--- src/isoch_dma_params.svh ---
// Address map, field positions and constants of the isochronous context block
`ifndef ISOCH_DMA_PARAMS_SVH
`define ISOCH_DMA_PARAMS_SVH
`define TX_CTL_SET    16'h0200
`define TX_CTL_CLR    16'h0204
`define TX_PTR        16'h020C
`define TX_STRIDE     16'h0010
`define RX_CTL_SET    16'h0400
`define RX_CTL_CLR    16'h0404
`define RX_PTR        16'h040C
`define RX_MATCH      16'h410C
`define RX_STRIDE     16'h0020
`define MASK_HI_ADDR  16'h0078
`define MASK_LO_ADDR  16'h007C
`define B_TX_GATE     31
`define B_TX_MATCH_HI 30
`define B_TX_MATCH_LO 16
`define B_FILL        31
`define B_HDR         30
`define B_RX_GATE     29
`define B_MULTI       28
`define B_RUN         15
`define B_WAKE        12
`define B_DEAD        11
`define B_ACTIVE      10
`define B_SPD_HI      7
`define B_SPD_LO      5
`define B_CODE_HI     4
`define B_CODE_LO     0
`define B_TAG_LO      28
`define B_RXCYC_HI    24
`define B_RXCYC_LO    12
`define B_SYNC_HI     11
`define B_SYNC_LO     8
`define B_TAG1_SYNC   6
`define B_CHAN_HI     5
`define B_CHAN_LO     0
`define RXM_WMASK     32'hF1FF_FF7F
`define TAG_ONE       2'h1
`define SYNC_TOP_OK   2'h0
`define WORD_ZERO     32'h0000_0000
`endif

--- src/isoch_dma_pkg.sv ---
// Types shared by the isochronous context control block
package isoch_dma_pkg;
    // Control state common to every context
    typedef struct packed {
        logic       run;
        logic       wake;
        logic       dead;
        logic       active;
        logic       armed;
        logic       gate;
        logic [4:0] code;
    } ctx_s;
    // Event pulses from the descriptor engine
    typedef struct packed {
        logic       fetch;
        logic       fatal;
        logic       done;
        logic       idle;
        logic [4:0] code;
    } ctx_evt_s;
    // Cycle start seen on the bus
    typedef struct packed {
        logic        strobe;
        logic [2:0]  seconds;
        logic [12:0] cycle;
    } cycle_start_s;
    // Header of a received isochronous packet
    typedef struct packed {
        logic       valid;
        logic [5:0] channel;
        logic [1:0] tag;
        logic [3:0] sync;
        logic [2:0] speed;
    } rx_pkt_s;
    // Whole block state
    typedef struct packed {
        ctx_s        tx;
        logic [14:0] tx_match;
        logic [31:0] tx_ptr;
        ctx_s        rx;
        logic        fill;
        logic        hdr;
        logic        multi;
        logic [2:0]  spd;
        logic [31:0] rx_ptr;
        logic [31:0] rx_match;
        logic [31:0] mask_hi;
        logic [31:0] mask_lo;
        logic [31:0] prdata;
        logic        pready;
        logic        pslverr;
        logic        accept;
        logic [15:0] stamp;
    } state_s;
endpackage

--- src/isoch_dma_context_control.sv ---
// APB register block and context control for one transmit and one receive context
//
// Register access over APB was chosen for this implementation.
`timescale 1ns/1ps
`include "isoch_dma_params.svh"
// Operation
// - Gated transmit starts on matching cycle
// - Transmit start value is bits 30:16
// - Run changes only by software or reset
// - Descriptor fetch clears wake
// - Fatal sets dead; run clear clears it
// - Active high while processing descriptors
// - Completion code latched on finish
// - Each context has descriptor pointer register
// - Strides: receive 32, transmit 16 bytes
// - Packed mode steers buffer packing
// - Header mode keeps header, stamps packet
// - Receive gate waits match, clears on active
// - Multi-channel uses masks, else one channel
// - Receive speed code stored per packet
// - Tag enables admit matching tags
// - Receive match cycle in bits 24:12
// - Sync compared when wait field is 11
// - Tag one sync filter needs top 00
// - Channel select in bits 5:0
module isoch_dma_context_control #(
    parameter int TX_CTX = 0,
    parameter int RX_CTX = 0
) (
    input  wire logic                        clk,
    input  wire logic                        rstn,
    input  wire logic                        psel,
    input  wire logic                        penable,
    input  wire logic                        pwrite,
    input  wire logic [15:0]                 paddr,
    input  wire logic [31:0]                 pwdata,
    output logic      [31:0]                 prdata,
    output logic                             pready,
    output logic                             pslverr,
    input  wire logic                        soft_reset,
    input  wire isoch_dma_pkg::cycle_start_s cyc,
    input  wire isoch_dma_pkg::ctx_evt_s     tx_evt,
    input  wire isoch_dma_pkg::ctx_evt_s     rx_evt,
    input  wire isoch_dma_pkg::rx_pkt_s      rx_pkt,
    input  wire logic                        rx_wait_sync,
    output logic                             tx_active,
    output logic      [31:0]                 tx_pointer,
    output logic                             rx_active,
    output logic      [31:0]                 rx_pointer,
    output logic                             packed_buffer_mode,
    output logic                             keep_header_mode,
    output logic                             rx_accept,
    output logic      [15:0]                 rx_timestamp
);
    // Byte addresses of this context pair
    localparam logic [15:0] A_TXS = 16'(`TX_CTL_SET + `TX_STRIDE * TX_CTX);
    localparam logic [15:0] A_TXC = 16'(`TX_CTL_CLR + `TX_STRIDE * TX_CTX);
    localparam logic [15:0] A_TXP = 16'(`TX_PTR + `TX_STRIDE * TX_CTX);
    localparam logic [15:0] A_RXS = 16'(`RX_CTL_SET + `RX_STRIDE * RX_CTX);
    localparam logic [15:0] A_RXC = 16'(`RX_CTL_CLR + `RX_STRIDE * RX_CTX);
    localparam logic [15:0] A_RXP = 16'(`RX_PTR + `RX_STRIDE * RX_CTX);
    localparam logic [15:0] A_RXM = 16'(`RX_MATCH + `RX_STRIDE * RX_CTX);

    isoch_dma_pkg::state_s st;      // Registered state
    isoch_dma_pkg::state_s next_st; // Next state
    logic [31:0] rd_tx;             // Transmit control word as read
    logic [31:0] rd_rx;             // Receive control word as read
    logic [31:0] rd_mux;            // Addressed read value
    logic        hit;               // Address is mapped
    logic        wr;                // Write takes effect this edge
    logic        tx_go;             // Transmit start condition met
    logic        rx_go;             // Receive start condition met
    logic        chan_ok;           // Channel admitted
    logic        tag_ok;            // Tag admitted
    logic        sync_ok;           // Sync wait satisfied

    // One context step: software writes, engine events, start and stop
    function automatic isoch_dma_pkg::ctx_s step(
        input isoch_dma_pkg::ctx_s     c,
        input logic                    ws,
        input logic                    wc,
        input logic [31:0]             d,
        input logic                    gs,
        input logic                    gc,
        input logic                    go,
        input logic                    gclr,
        input isoch_dma_pkg::ctx_evt_s e
    );
        isoch_dma_pkg::ctx_s n;
        n = c;
        // Engine fetch drops wake; a software set in the same cycle wins
        if (e.fetch) begin
            n.wake = 1'b0;
        end
        if (ws) begin
            n.run  = c.run | d[`B_RUN];
            n.wake = n.wake | d[`B_WAKE];
            n.gate = c.gate | gs;
            if (d[`B_RUN] && !c.run) begin
                n.armed = 1'b1;
            end
        end
        if (wc) begin
            if (d[`B_RUN]) begin
                n.run  = 1'b0;
                n.dead = 1'b0;
            end
            if (gc) begin
                n.gate = 1'b0;
            end
        end
        // Start when armed or woken and the cycle gate allows
        if (c.run && !c.active && !c.dead && (c.armed || c.wake) && go) begin
            n.active = 1'b1;
            n.armed  = 1'b0;
            if (gclr) begin
                n.gate = 1'b0;
            end
        end
        // Engine ran out of descriptors
        if (e.idle) begin
            n.active = 1'b0;
        end
        if (e.done) begin
            n.code = e.code;
        end
        // Fatal error stops the context; it wins over a run clear
        if (e.fatal && c.run) begin
            n.dead   = 1'b1;
            n.active = 1'b0;
        end
        if (!n.run) begin
            n.active = 1'b0;
            n.armed  = 1'b0;
        end
        // Software reset drops run, active and armed; dead, wake and gate keep their values
        if (soft_reset) begin
            n.run    = 1'b0;
            n.active = 1'b0;
            n.armed  = 1'b0;
        end
        return n;
    endfunction

    // Control words assembled for reads
    always_comb begin
        rd_tx = `WORD_ZERO;
        rd_tx[`B_TX_GATE] = st.tx.gate;
        rd_tx[`B_TX_MATCH_HI:`B_TX_MATCH_LO] = st.tx_match;
        rd_tx[`B_RUN] = st.tx.run;
        rd_tx[`B_WAKE] = st.tx.wake;
        rd_tx[`B_DEAD] = st.tx.dead;
        rd_tx[`B_ACTIVE] = st.tx.active;
        rd_tx[`B_CODE_HI:`B_CODE_LO] = st.tx.code;
        rd_rx = `WORD_ZERO;
        rd_rx[`B_FILL] = st.fill;
        rd_rx[`B_HDR] = st.hdr;
        rd_rx[`B_RX_GATE] = st.rx.gate;
        rd_rx[`B_MULTI] = st.multi;
        rd_rx[`B_RUN] = st.rx.run;
        rd_rx[`B_WAKE] = st.rx.wake;
        rd_rx[`B_DEAD] = st.rx.dead;
        rd_rx[`B_ACTIVE] = st.rx.active;
        rd_rx[`B_SPD_HI:`B_SPD_LO] = st.spd;
        rd_rx[`B_CODE_HI:`B_CODE_LO] = st.rx.code;
    end

    // Address decode and read mux; both set and clear read the word
    always_comb begin
        hit = 1'b1;
        case (paddr)
            A_TXS, A_TXC:  rd_mux = rd_tx;
            A_TXP:         rd_mux = st.tx_ptr;
            A_RXS, A_RXC:  rd_mux = rd_rx;
            A_RXP:         rd_mux = st.rx_ptr;
            A_RXM:         rd_mux = st.rx_match;
            `MASK_HI_ADDR: rd_mux = st.mask_hi;
            `MASK_LO_ADDR: rd_mux = st.mask_lo;
            default: begin
                rd_mux = `WORD_ZERO;
                hit = 1'b0;
            end
        endcase
    end

    // Start gates and receive filter
    always_comb begin
        // Transmit: full 15-bit compare of low seconds and cycle index; receive: cycle index only
        tx_go = !st.tx.gate
              || (cyc.strobe && {cyc.seconds[1:0], cyc.cycle} == st.tx_match);
        rx_go = !st.rx.gate
              || (cyc.strobe
                  && cyc.cycle == st.rx_match[`B_RXCYC_HI:`B_RXCYC_LO]);
        if (st.multi) begin
            chan_ok = rx_pkt.channel[5] ? st.mask_hi[rx_pkt.channel[4:0]]
                                        : st.mask_lo[rx_pkt.channel[4:0]];
        end else begin
            chan_ok = rx_pkt.channel == st.rx_match[`B_CHAN_HI:`B_CHAN_LO];
        end
        tag_ok = st.rx_match[`B_TAG_LO + int'(rx_pkt.tag)];
        if (rx_pkt.tag == `TAG_ONE && st.rx_match[`B_TAG1_SYNC]) begin
            tag_ok = tag_ok && rx_pkt.sync[3:2] == `SYNC_TOP_OK;
        end
        sync_ok = !rx_wait_sync
               || rx_pkt.sync == st.rx_match[`B_SYNC_HI:`B_SYNC_LO];
    end

    // Next state
    always_comb begin
        next_st = st;
        wr = psel && penable && st.pready && pwrite && hit;
        // APB: answer in the first access cycle
        next_st.pready = psel && !penable;
        if (psel && !penable) begin
            next_st.prdata = rd_mux;
            next_st.pslverr = !hit;
        end
        next_st.tx = step(st.tx, wr && paddr == A_TXS, wr && paddr == A_TXC, pwdata,
                          pwdata[`B_TX_GATE], pwdata[`B_TX_GATE], tx_go, 1'b0, tx_evt);
        next_st.rx = step(st.rx, wr && paddr == A_RXS, wr && paddr == A_RXC, pwdata,
                          pwdata[`B_RX_GATE], pwdata[`B_RX_GATE], rx_go, 1'b1, rx_evt);
        // Transmit match value, set and clear semantics
        if (wr && paddr == A_TXS) begin
            next_st.tx_match = st.tx_match | pwdata[`B_TX_MATCH_HI:`B_TX_MATCH_LO];
        end
        if (wr && paddr == A_TXC) begin
            next_st.tx_match = st.tx_match & ~pwdata[`B_TX_MATCH_HI:`B_TX_MATCH_LO];
        end
        // Receive mode bits, set and clear semantics
        if (wr && paddr == A_RXS) begin
            next_st.fill  = st.fill | pwdata[`B_FILL];
            next_st.hdr   = st.hdr | pwdata[`B_HDR];
            next_st.multi = st.multi | pwdata[`B_MULTI];
        end
        if (wr && paddr == A_RXC) begin
            next_st.fill  = st.fill & ~pwdata[`B_FILL];
            next_st.hdr   = st.hdr & ~pwdata[`B_HDR];
            next_st.multi = st.multi & ~pwdata[`B_MULTI];
        end
        // Read-write registers; the receive match word keeps only the RXM_WMASK bits
        if (wr && paddr == A_TXP) begin
            next_st.tx_ptr = pwdata;
        end
        if (wr && paddr == A_RXP) begin
            next_st.rx_ptr = pwdata;
        end
        if (wr && paddr == A_RXM) begin
            next_st.rx_match = pwdata & `RXM_WMASK;
        end
        if (wr && paddr == `MASK_HI_ADDR) begin
            next_st.mask_hi = pwdata;
        end
        if (wr && paddr == `MASK_LO_ADDR) begin
            next_st.mask_lo = pwdata;
        end
        // Timestamp of the latest cycle start for packet trailers
        if (cyc.strobe) begin
            next_st.stamp = {cyc.seconds, cyc.cycle};
        end
        // Packet admission pulse and its speed
        next_st.accept = rx_pkt.valid && st.rx.active && chan_ok && tag_ok && sync_ok;
        if (next_st.accept) begin
            next_st.spd = rx_pkt.speed;
        end
    end

    // State register
    always_ff @(posedge clk or negedge rstn) begin
        if (!rstn) begin
            st <= '0;
        end else begin
            st <= next_st;
        end
    end

    // Outputs straight from state
    assign prdata             = st.prdata;
    assign pready             = st.pready;
    assign pslverr            = st.pslverr;
    assign tx_active          = st.tx.active;
    assign tx_pointer         = st.tx_ptr;
    assign rx_active          = st.rx.active;
    assign rx_pointer         = st.rx_ptr;
    assign packed_buffer_mode = st.fill;
    assign keep_header_mode   = st.hdr;
    assign rx_accept          = st.accept;
    assign rx_timestamp       = st.stamp;
endmodule

--- config.mk ---
export PLATFORM = sky130hd
export DESIGN_NAME = isoch_dma_context_control
export DESIGN_NICKNAME = d
export VERILOG_FILES = /design/src/isoch_dma_pkg.sv /design/src/isoch_dma_context_control.sv
export VERILOG_INCLUDE_DIRS = /design/src /design/src/src
export SDC_FILE = /design/constraint.sdc
export NUM_CORES = 1
export LEC_CHECK = 0
export ABC_CLOCK_PERIOD_IN_PS = 5000
export BUFFER_PORTS_ARGS = -buffer_cell sky130_fd_sc_hd__buf_4
export CORE_MARGIN = 2
export CORE_UTILIZATION = 61
export CTS_CLUSTER_SIZE = 20
export DETAILED_ROUTE_END_ITERATION = 6
export GPL_TIMING_DRIVEN = 0
export PLACE_DENSITY = 0.94
export SETUP_SLACK_MARGIN = 0.02
export SLEW_MARGIN = 20
export SYNTH_ARGS = -nofsm -noshare
export SYNTH_HDL_FRONTEND = slang
export SYNTH_SLANG_ARGS = --single-unit
export TNS_END_PERCENT = 50
--- constraint.sdc ---
create_clock -name clk -period 5 [get_ports clk]
set_input_delay 1 -clock clk [delete_from_list [all_inputs] [get_ports clk]]
set_output_delay 1 -clock clk [all_outputs]
set_load 0.005 [all_outputs]
Yosys cells after proc, flatten, opt, wreduce, memory -nomap -nowiden
Cells that the tools add are included.

Bits in registers: 250.

Add/subtract/negate cells: 1. Magnitude comparators: 2. Equal/unequal tests: 20. Muxes and demuxes: 47. Bitwise operators: 18. Reductions and logical operators: 64.

Operators with widths (number): 32-bit one-hot mux with 7 select lines (1); 16-bit by 10-bit equality test with 1-bit output (second input constant) (3); 16-bit by 11-bit equality test with 1-bit output (second input constant) (3); 1-bit logical AND (34); 16-bit by 7-bit equality test with 1-bit output (second input constant) (2); 15-bit 2-to-1 mux (2); 1-bit 2-to-1 mux (27); 2-bit 2-to-1 mux (11); 16-bit by 15-bit equality test with 1-bit output (second input constant) (1); 4-bit inequality test (second input constant) (4); 15-bit bitwise AND (1); 1-bit binary-select mux with 5-bit select (3); 15-bit equality test (1); 15-bit inverter (1); 15-bit bitwise OR (1); 13-bit equality test (1); 2-bit nonzero test (6); 1-bit zero test (11); 5-bit inequality test (second input constant) (2); 3-bit 2-to-1 mux (3); 1-bit bitwise OR (9); 9-bit OR reduction (1); 2-bit AND reduction (4); 5-bit by 2-bit adder with 6-bit output (first input constant) (1); other kinds (10) (19).

Logic depth before layout (Yosys ltp)
Gate-level depths: netlist of the first run.

Depth in word-level cells: 13. Gate-level depth with buffers: 8.

Worst setup path after synthesis of the first run
Ideal clock, no wire load.

Kind: input to register. From: input port rx_pkt[9] in the netlist's numbering. To: register st (netlist bit rd_rx[5]). Library setup time: 0.125 ns. Data arrival time: 2.670 ns. Data required time: 4.875 ns. Slack: 2.205 ns. Cell stages on the path: 7. Cell sequence: buf_6 > mux4_2 > or3_1 > and3_1 > a41oi_2 > o211ai_2 > mux2_4.

RTL lines: start: declaration (line isoch_dma_context_control.sv:44) `input wire isoch_dma_pkg::rx_pkt_s rx_pkt,`; end signal: assignment (line isoch_dma_context_control.sv:272) `st <= next_st;`; end: declaration (line isoch_dma_context_control.sv:64) `isoch_dma_pkg::state_s st;`.

Worst setup path in the final report of the first run
From: input port paddr[7]. To: register st (netlist bit prdata[17]).

Word-level cells in the longest chain between the ends: 3. Elaborated cells on any way between the ends: 12. Classes of those cells: 9 x eq/ne; 1 x mux; 2 x reduce/logical.

Ends and longest elaborated chain: start: declaration (line isoch_dma_context_control.sv:35) `input wire logic [15:0] paddr,`; 16-bit by 11-bit equality test with 1-bit output or 16-bit by 10-bit equality test with 1-bit output (tied branches) (line isoch_dma_context_control.sv:171) `case (paddr)`; 2-bit OR reduction; 32-bit one-hot mux with 7 select lines * (line isoch_dma_context_control.sv:171).

Mark *: on every way between the ends. The rest lies on a longest branch, timed or not. A chain may end at the register's enable or synchronous reset.

==> results of run 1 <==
-- cell type report --
class / instances / area, µm²
Inverter: 5 / 18.77
Sequential cell: 250 / 6256
Multi-Input combinational cell: 580 / 5102
Tap cell: 270 / 337.8
Fill cell: 1209 / 4822
Buffer: 169 / 1120
Clock buffer: 34 / 709.4
Clock inverter: 7 / 88.84
Timing Repair Buffer: 222 / 1714
-- power breakdown --
group	switching, W	internal (W)
combinational	0.000206	0.000228
sequential	0.0000321	0.00207
clock	0.000791	0.00109
-- metrics by stage --
stage,hold WS (ps),area (µm²)
floorplan,465.3,12500
global placement,475.9,14490
detailed placement,480.8,14550
CTS,493.9,15350
global route,513.6,15350
finish,491.2,15350
-- cells in the final DEF, fill, tap and decap left out, types with 4 or more instances in the layout --
cell type  instances
buf_4            336
dfrtp_1          250
mux2_1           146
a22oi_1           67
nand2_1           45
mux2_2            39
nand4_1           38
o21a_1            32
xnor2_1           28
clkbuf_1          27
buf_2             25
clkbuf_16         25
a222oi_1          21
nand3_1           16
o21ai_1           16
nor2_1            13
mux2i_1           13
xor2_1            10
mux4_2             9
nor3_1             8
o21ai_0            7
nor2b_1            6
inv_1              5
a21oi_1            5
clkbuf_8           5
nor4_4             4
and3_1             4
and2_1             4
clkinv_2           4
-- cell families after synthesis --
family                 after synthesis
flip-flops                         250
multiplexers                       212
buffers and inverters              174
AO/OA/AOI/OAI                      169
AND/OR/NAND/NOR                    161
XOR/XNOR                            38
-- final timing paths --
check,startpoint,to,slack [ps]
setup / recovery,paddr[7],prdata[17],1780
hold / removal,rstn,rx_timestamp[11],490
setup reg to reg,st[124],rd_rx[7],2430
hold reg to reg,prdata[6],prdata[6],490
max in group asynchronous,rstn,prdata[6],3550
min in group clk,prdata[6],prdata[6],490
-- critical path: stages --
cell	delay (ps)
buf_4	110
nor3_1	390
nand2_1	170
nor2_1	800
clkbuf_1	610
a22oi_1	240
nand4_1	180
o21a_1	150
-- routing by layer --
layer	vias to the layer above	track usage (%)	wire [µm]
met3	193	8.882	4679
met2	798	56.59	18130
met1	4981	45.10	13710
met5	-	0	0
met4	0	19.71	2294
li1	4131	-	-
-- flip-flops by register name, indices dropped and copies added, names as in the netlist, named ones only --
name and cells:
pready 1, pslverr 1, rd_tx 8, st 94, rd_rx 12, rx_active 1, rx_accept 1, rx_pointer 32
prdata 32, rx_timestamp 16, tx_active 1, tx_pointer 32
==> impl_metrics.csv, run 1 <==
group,metric,value,unit
run_status,status,"complete, but fails checks",
run_status,violations,"DRC",
synthesis,synth_area_leader_cell,"dfrtp_1",
synthesis,synthXorXnorAreaFrac,2.663,%
die,die_area,21650,µm²
clock_tree,cts.sinks,250,
synthesis,synth.cell_area,12500,µm²
clock_tree,cts-resized-gates,0,
placement,place_congestion,0.9688,
setup_path,critPathMaxFanout,10,
synthesis,synth_common_cells,"dfrtp_1, mux2_1, buf_4",
grt,grt_pass1_vias,10336,
clock_tree,cts_root_buf,"clkbuf_16",
synthesis,yosysMostFrequentCell,"dfrtp_1",
finish,drive_gt1_share,36.86,%
setup_path,cp.required,5460,ps
die,core_area,20170,µm²
synthesis,yosysTopAreaCellShare,50.06,%
setup_path,path_class,"in -> reg",
finish,area_delta_synth_final,22.81,%
timing,timing.setup.tns,0,ps
pwr,power.total,0.004419,W
synthesis,synthAdderAreaFrac,0,%
die,dieWidth,147.1,µm
synthesis,yosys_register_bits,250,
clock_tree,clk_pin_slew_worst_paths,60,ps
setup_path,arrival,3680,ps
flow_run,cap_violations,0,
synthesis,synth-edff-count,0,
timing,setup_slack,1785,ps
synthesis,synth.distinct_cells,57,
finish,finalNonFillerCells,1537,
placement,placedCellCount,1496,
timing,slew_headroom,32.71,%
placement,pre_cts_ws,1440,ps
timing,finClkSkew,9.884,ps
die,initial_utilization,61.96,%
setup_path,r2r_cells,6,
synthesis,yosysWarnings,0,
timing,setup_viol,0,
clock_tree,h-tree-depth,1,
grt,grt_pass1_wl,58950,µm
synthesis,syn_nets,1110,
timing,period_minus_slack,3215,ps
route,drt_pass1_iterations,7,
grt,grt_overflow,0,
route,wire_per_inst,25.25,µm
worst_hold_path,hold_path.class,"in -> async",
pwr,power_density,287.9,nW/µm²
finish,post-route-util,76.09,%
clock_tree,cts_setup_buffers,0,
clock_tree,postCtsHoldBufs,0,
synthesis,synth_top_family_by_area,"multiplexers",
route,vias,10103,
route,drt-total-wl,38810,µm
setup_path,cp-end-kind,"flop",
pwr,ir_worst_vdd,0.2127,mV
clock_tree,cts_made_buffers,25,
timing,fin_crit_sh,64.31,%
synthesis,synthCells,1004,
finish,nets,1359,
synthesis,async_reset_ff_share,100.0,%
timing,worst_slew_pin_slew,1006,ps
setup_path,worstSetupStartpointType,"input pin",
synthesis,synth_mux_area_share,20.11,%
finish,antennaDiodeCount,0,
route,post-route-drc-count,16,
placement,port_buffers,220,
clock_tree,cts_tree,"built",
clock_tree,clk_latency,530,ps
synthesis,synthSimpleGateAreaFrac,7.629,%
timing,rsz0062_at_grt,"false",
route,first_iter_violations,1315,
clock_tree,clock_path_buffers,3,
synthesis,synth.area.top_cells,"dfrtp_1, mux2_1, buf_4",
timing,max_freq,311.0,MHz
placement,dp_hpwl,27220,µm
synthesis,syn_avg_cell_area,12.45,µm²
timing,slew_viol_final,0,
grt,grt_max_degree,104,
grt,antenna_found_initial,0,
pwr,leakagePower,7.583,nW
synthesis,synth_compound_area_share,10.42,%
timing,finalHoldViolCount,0,
die,die_h,147.1,µm
die,boundaryPins,225,
synthesis,ys.flop_type,"dfrtp_1",
route,vias_per_cell,6.573,
die,num_rows,52,
grt,grt_usage,35.61,%
route,drtAntennaViolNets,0,
synthesis,yosysSeqAreaShare,50.06,%
No activity file was read; power rests on OpenSTA's default activity.
==> run 2: changes to the inputs <==
--- a/config.mk
+++ b/config.mk
@@ -6,14 +6,14 @@
 export SDC_FILE = /design/constraint.sdc
 export NUM_CORES = 1
 export LEC_CHECK = 0
-export ABC_CLOCK_PERIOD_IN_PS = 5000
+export ABC_CLOCK_PERIOD_IN_PS = 2700
 export BUFFER_PORTS_ARGS = -buffer_cell sky130_fd_sc_hd__buf_4
 export CORE_MARGIN = 2
-export CORE_UTILIZATION = 61
+export CORE_UTILIZATION = 51
 export CTS_CLUSTER_SIZE = 20
 export DETAILED_ROUTE_END_ITERATION = 6
 export GPL_TIMING_DRIVEN = 0
-export PLACE_DENSITY = 0.94
+export PLACE_DENSITY = 0.85
 export SETUP_SLACK_MARGIN = 0.02
 export SLEW_MARGIN = 20
 export SYNTH_ARGS = -nofsm -noshare
==> constraint.sdc (replaced) <==
create_clock -name clk -period 2.7 [get_ports clk]
set_input_delay 0.54 -clock clk [delete_from_list [all_inputs] [get_ports clk]]
set_output_delay 0.54 -clock clk [all_outputs]
set_load 0.005 [all_outputs]
==> run 2 against run 1 <==
Against the previous run:
- the flow now finishes without violations
- design area grew 1.3%
- sequential share of layout area shrank 0.53 points
- via count shrank 4.0%
- first-iteration DRC count shrank 12%
==> impl_metrics.csv, run 2 (same netlist as run 1, synthesis figures left out) <==
group,metric,value,unit
pwr,leakagePower,7.644,nW
timing,setup_viol,0,
clock_tree,cts_tree,"built",
clock_tree,clk_latency,520,ps
finish,top_register,"st",
finish,area_delta_synth_final,24.42,%
timing,period_minus_slack,2583,ps
timing,setup_slack,117.5,ps
placement,place_congestion,0.9359,
route,post-route-drc-count,0,
flow_run,cap_violations,0,
grt,grt_usage,28.69,%
route,drt-total-wl,37580,µm
grt,grt_pass1_wl,56990,µm
timing,max_freq,387.2,MHz
route,wire_per_inst,23.53,µm
run_status,status,"finished clean",
timing,finalHoldViolCount,0,
die,boundaryPins,225,
route,drt_pass1_iterations,6,
worst_hold_path,hold_path.class,"in -> reg",
timing,fin_crit_sh,95.65,%
die,die_h,160.5,µm
timing,slew_viol_final,0,
finish,largest_reg_flops,94,
route,vias_per_cell,6.073,
pwr,ir_worst_vdd,0.4294,mV
route,drtAntennaViolNets,0,
placement,dp_hpwl,27120,µm
setup_path,critPathMaxFanout,10,
finish,nets,1360,
placement,pre_cts_ws,-359.4,ps
timing,rsz0062_at_grt,"false",
clock_tree,clk_pin_slew_worst_paths,60,ps
pwr,power_density,550.2,nW/µm²
die,initial_utilization,51.69,%
route,vias,9699,
route,first_iter_violations,1153,
finish,mostFrequentLayoutCells,"buf_4, dfrtp_1, mux2_1",
timing,worst_slew_pin_slew,876.3,ps
setup_path,worstSetupStartpointType,"input pin",
clock_tree,cts.sinks,250,
finish,multi_input_area,5105,µm²
placement,port_buffers,220,
timing,finClkSkew,8.596,ps
setup_path,cp.required,3160,ps
grt,grt_pass1_vias,9852,
setup_path,cp-end-kind,"flop",
finish,drive_gt1_share,37.42,%
clock_tree,h-tree-depth,1,
die,num_rows,57,
die,die_area,25770,µm²
clock_tree,cts_root_buf,"clkbuf_16",
grt,grt_max_degree,101,
finish,register_area,6256,µm²
clock_tree,cts_made_buffers,25,
grt,grt_overflow,0,
timing,slew_headroom,41.58,%
die,dieWidth,160.5,µm
grt,antenna_found_initial,1,
clock_tree,clock_path_buffers,3,
setup_path,path_class,"in -> reg",
die,core_area,24180,µm²
setup_path,arrival,3040,ps
finish,fillers,1854,
finish,layout_commonest_cell,"buf_4",
timing,timing.setup.tns,0,ps
-- run 2: final cells by class --
class                      count  share of cell area, %
clock inverter                11                  1.191
clock buffer                  34                  4.691
multi-input combinational    580                  32.83
tap                          324                  2.607
inverter                       5                 0.1207
buffer                       169                  7.218
sequential                   250                  40.23
antenna                        1                0.01609
timing repair buffer         223                  11.09
-- run 2: worst max-delay path: stages --
cell      delay, ps
buf_4           110
nor3_1          410
nand4_4         330
nor3_4          630
buf_2           450
a222oi_1        180
nand4_1         240
o21a_1          150
-- run 2: worst paths after layout --
check / slack [ps] / to / cells after the start / startpoint
max in group asynchronous: 1300 / rx_pointer[10] / 3 / rstn
min: 230 / tx_active / 2 / soft_reset
min reg2reg: 490 / prdata[7] / 1 / prdata[7]
max: 120 / prdata[29] / 8 / paddr[7]
min in group asynchronous: 530 / rx_timestamp[11] / 2 / rstn
max reg2reg: 240 / rd_rx[6] / 6 / st[124]
-- run 2: power by group --
part	leakage (nW)	total [W]	internal, W	switching [W]
combinational	3.83	0.000795	0.000423	0.000373
clock	0.447	0.00386	0.00236	0.00150
sequential	3.37	0.00390	0.00384	0.0000577
total	7.64	0.00855	0.00663	0.00193
-- run 2: layer usage --
layer,routed length (µm),vias up,GRT usage [%],part of all wire [%]
met4,1406,0,12.61,3.7
li1,-,4126,-,-
met1,14790,4861,38.51,39
met2,17560,608,44.98,47
met3,3827,104,6.508,10
met5,0,-,0,0
-- run 2: metrics by stage --
step | area, µm² | util, % | std cells | power [W] | hold slack [ps]
2_1_floorplan | 12500 | - | 1004 | 0.004283 | 244.4
3_3_place_gp | 14550 | 60.20 | 1548 | 0.004725 | 476.9
3_5_place_dp | 14620 | 60.46 | 1550 | 0.004758 | 480.8
4_1_cts | 15540 | 64.28 | 1596 | 0.008568 | 215.4
5_1_grt | 15550 | 64.31 | 1597 | 0.008818 | 219.0
6_report | 15550 | 64.31 | 1597 | 0.008555 | 226.9
-- run 2: repair_timing --
item	4_1_cts	5_1_grt
setup endpoints to repair	0	21
resized for setup	0	5
hold endpoints to repair	51	0
buffers inserted	0	0
hold buffers	1	0
==> run 3: changes to the inputs <==
--- a/config.mk
+++ b/config.mk
@@ -6,14 +6,14 @@
 export SDC_FILE = /design/constraint.sdc
 export NUM_CORES = 1
 export LEC_CHECK = 0
-export ABC_CLOCK_PERIOD_IN_PS = 2700
+export ABC_CLOCK_PERIOD_IN_PS = 2500
 export BUFFER_PORTS_ARGS = -buffer_cell sky130_fd_sc_hd__buf_4
 export CORE_MARGIN = 2
-export CORE_UTILIZATION = 51
+export CORE_UTILIZATION = 56
 export CTS_CLUSTER_SIZE = 20
 export DETAILED_ROUTE_END_ITERATION = 6
 export GPL_TIMING_DRIVEN = 0
-export PLACE_DENSITY = 0.85
+export PLACE_DENSITY = 0.88
 export SETUP_SLACK_MARGIN = 0.02
 export SLEW_MARGIN = 20
 export SYNTH_ARGS = -nofsm -noshare
==> constraint.sdc (replaced) <==
create_clock -name clk -period 2.5 [get_ports clk]
set_input_delay 0.5 -clock clk [delete_from_list [all_inputs] [get_ports clk]]
set_output_delay 0.5 -clock clk [all_outputs]
set_load 0.005 [all_outputs]
==> run 3 against run 2 <==
Against the previous run:
- the run now ends with DRC left
- sequential share of layout area rose by 0.11 points
- critical path depth fell by 2
- worst setup slack got worse by 55 ps
- total power rose by 6.1%
- flip-flop and latch count did not move
- critical endpoint is now rd_rx[7]
- highest routed layer unchanged
==> impl_metrics.csv, run 3 (same netlist as run 1, synthesis figures left out) <==
group,metric,value,unit
run_status,status,"complete, but fails checks",
run_status,violations,"DRC",
setup_path,cp.required,2900,ps
die,die_h,153.4,µm
setup_path,crit_path_top_delay_cell,"o41a_1",
flow_run,cap_violations,0,
finish,top_register,"st",
setup_path,cpLargestDelayFamily,"compound AO/OA/AOI/OAI gates",
setup_path,worstSetupStartpointType,"flop",
timing,period_minus_slack,2438,ps
pwr,pwr-share-comb,9.5,%
setup_path,cp-end-kind,"flop",
setup_path,r2r_cells,6,
route,vias,9815,
worst_hold_path,hp-start,"soft_reset",
grt,grt_usage,31.21,%
worst_hold_path,hold_path.class,"in -> reg",
pwr,ir_worst_vdd,0.4259,mV
finish,nets,1363,
grt,grt_max_degree,87,
finish,area_delta_synth_final,24.09,%
setup_path,critPathMaxFanout,4,
finish,largest_reg_flops,94,
setup_path,r2r_start,"st[124]",
pwr,leakagePower,7.651,nW
pwr,power_density,585.0,nW/µm²
route,drt-total-wl,37550,µm
timing,rsz0062_at_grt,"false",
clock_tree,clk_pin_slew_worst_paths,70,ps
timing,max_freq,410.2,MHz
route,wire_per_inst,24.15,µm
clock_tree,cts.sinks,250,
clock_tree,cts_tree,"built",
clock_tree,clk_latency,530,ps
worst_hold_path,hold-path-endpoint,"rd_rx[15]",
timing,whs,177.1,ps
pwr,power.total,0.009073,W
die,boundaryPins,225,
die,dieWidth,153.4,µm
setup_path,path_cells,"xor2_1 > o41a_1 > a2111oi_4 > nand2_1 > o211ai_4 > mux2_4",
pwr,sequentialPowerShare,46.4,%
timing,slew_viol_final,0,
clock_tree,clock_path_buffers,3,
timing,finalHoldViolCount,0,
timing,worst_slew_pin_slew,817.6,ps
setup_path,slowest_delay,520,ps
placement,dp_hpwl,26830,µm
setup_path,r2r_slack,60,ps
finish,drive_gt1_share,37.47,%
grt,grt_pass1_wl,57240,µm
grt,antenna_found_initial,2,
grt,grt_overflow,0,
pwr,intPower,0.007027,W
timing,timing.setup.tns,0,ps
die,num_rows,54,
route,drtAntennaViolNets,0,
timing,finClkSkew,18.99,ps
clock_tree,cts_made_buffers,25,
die,die_area,23530,µm²
pwr,power_switching,0.002045,W
placement,port_buffers,220,
route,first_iter_violations,1358,
timing,setup_viol,0,
grt,grt_pass1_vias,9997,
die,core_area,21890,µm²
finish,mostFrequentLayoutCells,"buf_4, dfrtp_1, mux2_1",
setup_path,path_class,"reg -> reg",
pwr,p_sw_share,22.54,%
route,drt_pass1_iterations,7,
placement,place_congestion,0.9632,
route,vias_per_cell,6.312,
route,post-route-drc-count,1,
clock_tree,h-tree-depth,1,
pwr,p_clk_share,44.1,%
clock_tree,cts_root_buf,"clkbuf_16",
setup_path,rr_endpoint,"rd_rx[7]",
setup_path,arrival,2840,ps
timing,fin_crit_sh,97.51,%
finish,layout_commonest_cell,"buf_4",
setup_path,crit_buf_inv,0,
worst_hold_path,holdPathStages,2,
die,initial_utilization,57.09,%
timing,slew_headroom,45.50,%
[run 3: final cells by class]
class | count | area (µm²)
fill | 1485 | 6384
clock buffer | 36 | 726.9
tap | 280 | 350.3
multi-input combinational | 580 | 5137
timing repair buffer | 226 | 1747
buffer | 169 | 1125
sequential | 250 | 6256
antenna | 2 | 5.005
clock inverter | 7 | 141.4
inverter | 5 | 18.77
[run 3: worst max-delay path by stage]
stage	from	endpoint	cells after the start
6_report	st[124]	rd_rx[7]	6
5_1_grt	st[124]	rd_rx[7]	6
4_1_cts	st[123]	rd_rx[7]	6
3_5_place_dp	paddr[7]	prdata[26]	9
3_3_place_gp	rstn	rx_pointer[8]	1
2_1_floorplan	rx_pkt[9]	rd_rx[5]	7
[run 3: power by group through the flow]
stage	registers, W	clock network, W	logic [W]
2_1_floorplan	0.00426	0	0.000363
3_3_place_gp	0.00428	0	0.000820
3_5_place_dp	0.00428	0	0.000855
4_1_cts	0.00421	0.00400	0.000862
5_1_grt	0.00422	0.00418	0.000928
6_report	0.00421	0.00400	0.000864
[run 3: what timing repair did]
item	in CTS	in global routing
hold buffers	1	0
endpoints found under the hold margin	11	0
pin swaps	0	2
gates resized for setup	3	8
setup buffers	0	3
endpoints found under the setup margin	4	56
[run 3: routing by layer]
metal  track usage (%)  vias up  share of wire (%)  wire length, µm
li1                  -     4126                  -                -
met1             40.88     4861                 36            13580
met2             50.19      713                 47            17840
met3             7.627      115                 12             4549
met4             12.93        0                4.2             1584
met5                 0        -                  0                0
[run 3: through the flow]
stage	cell area [µm²]	cells	setup slack, ps	utilization, %
after floorplan	12500	1004	205.4	-
after global placement	14500	1504	-1019	66.23
after detailed placement	14560	1506	-487.6	66.52
after CTS	15440	1550	16.74	70.55
after global routing	15510	1555	37.04	70.84
final	15510	1555	62.20	70.84
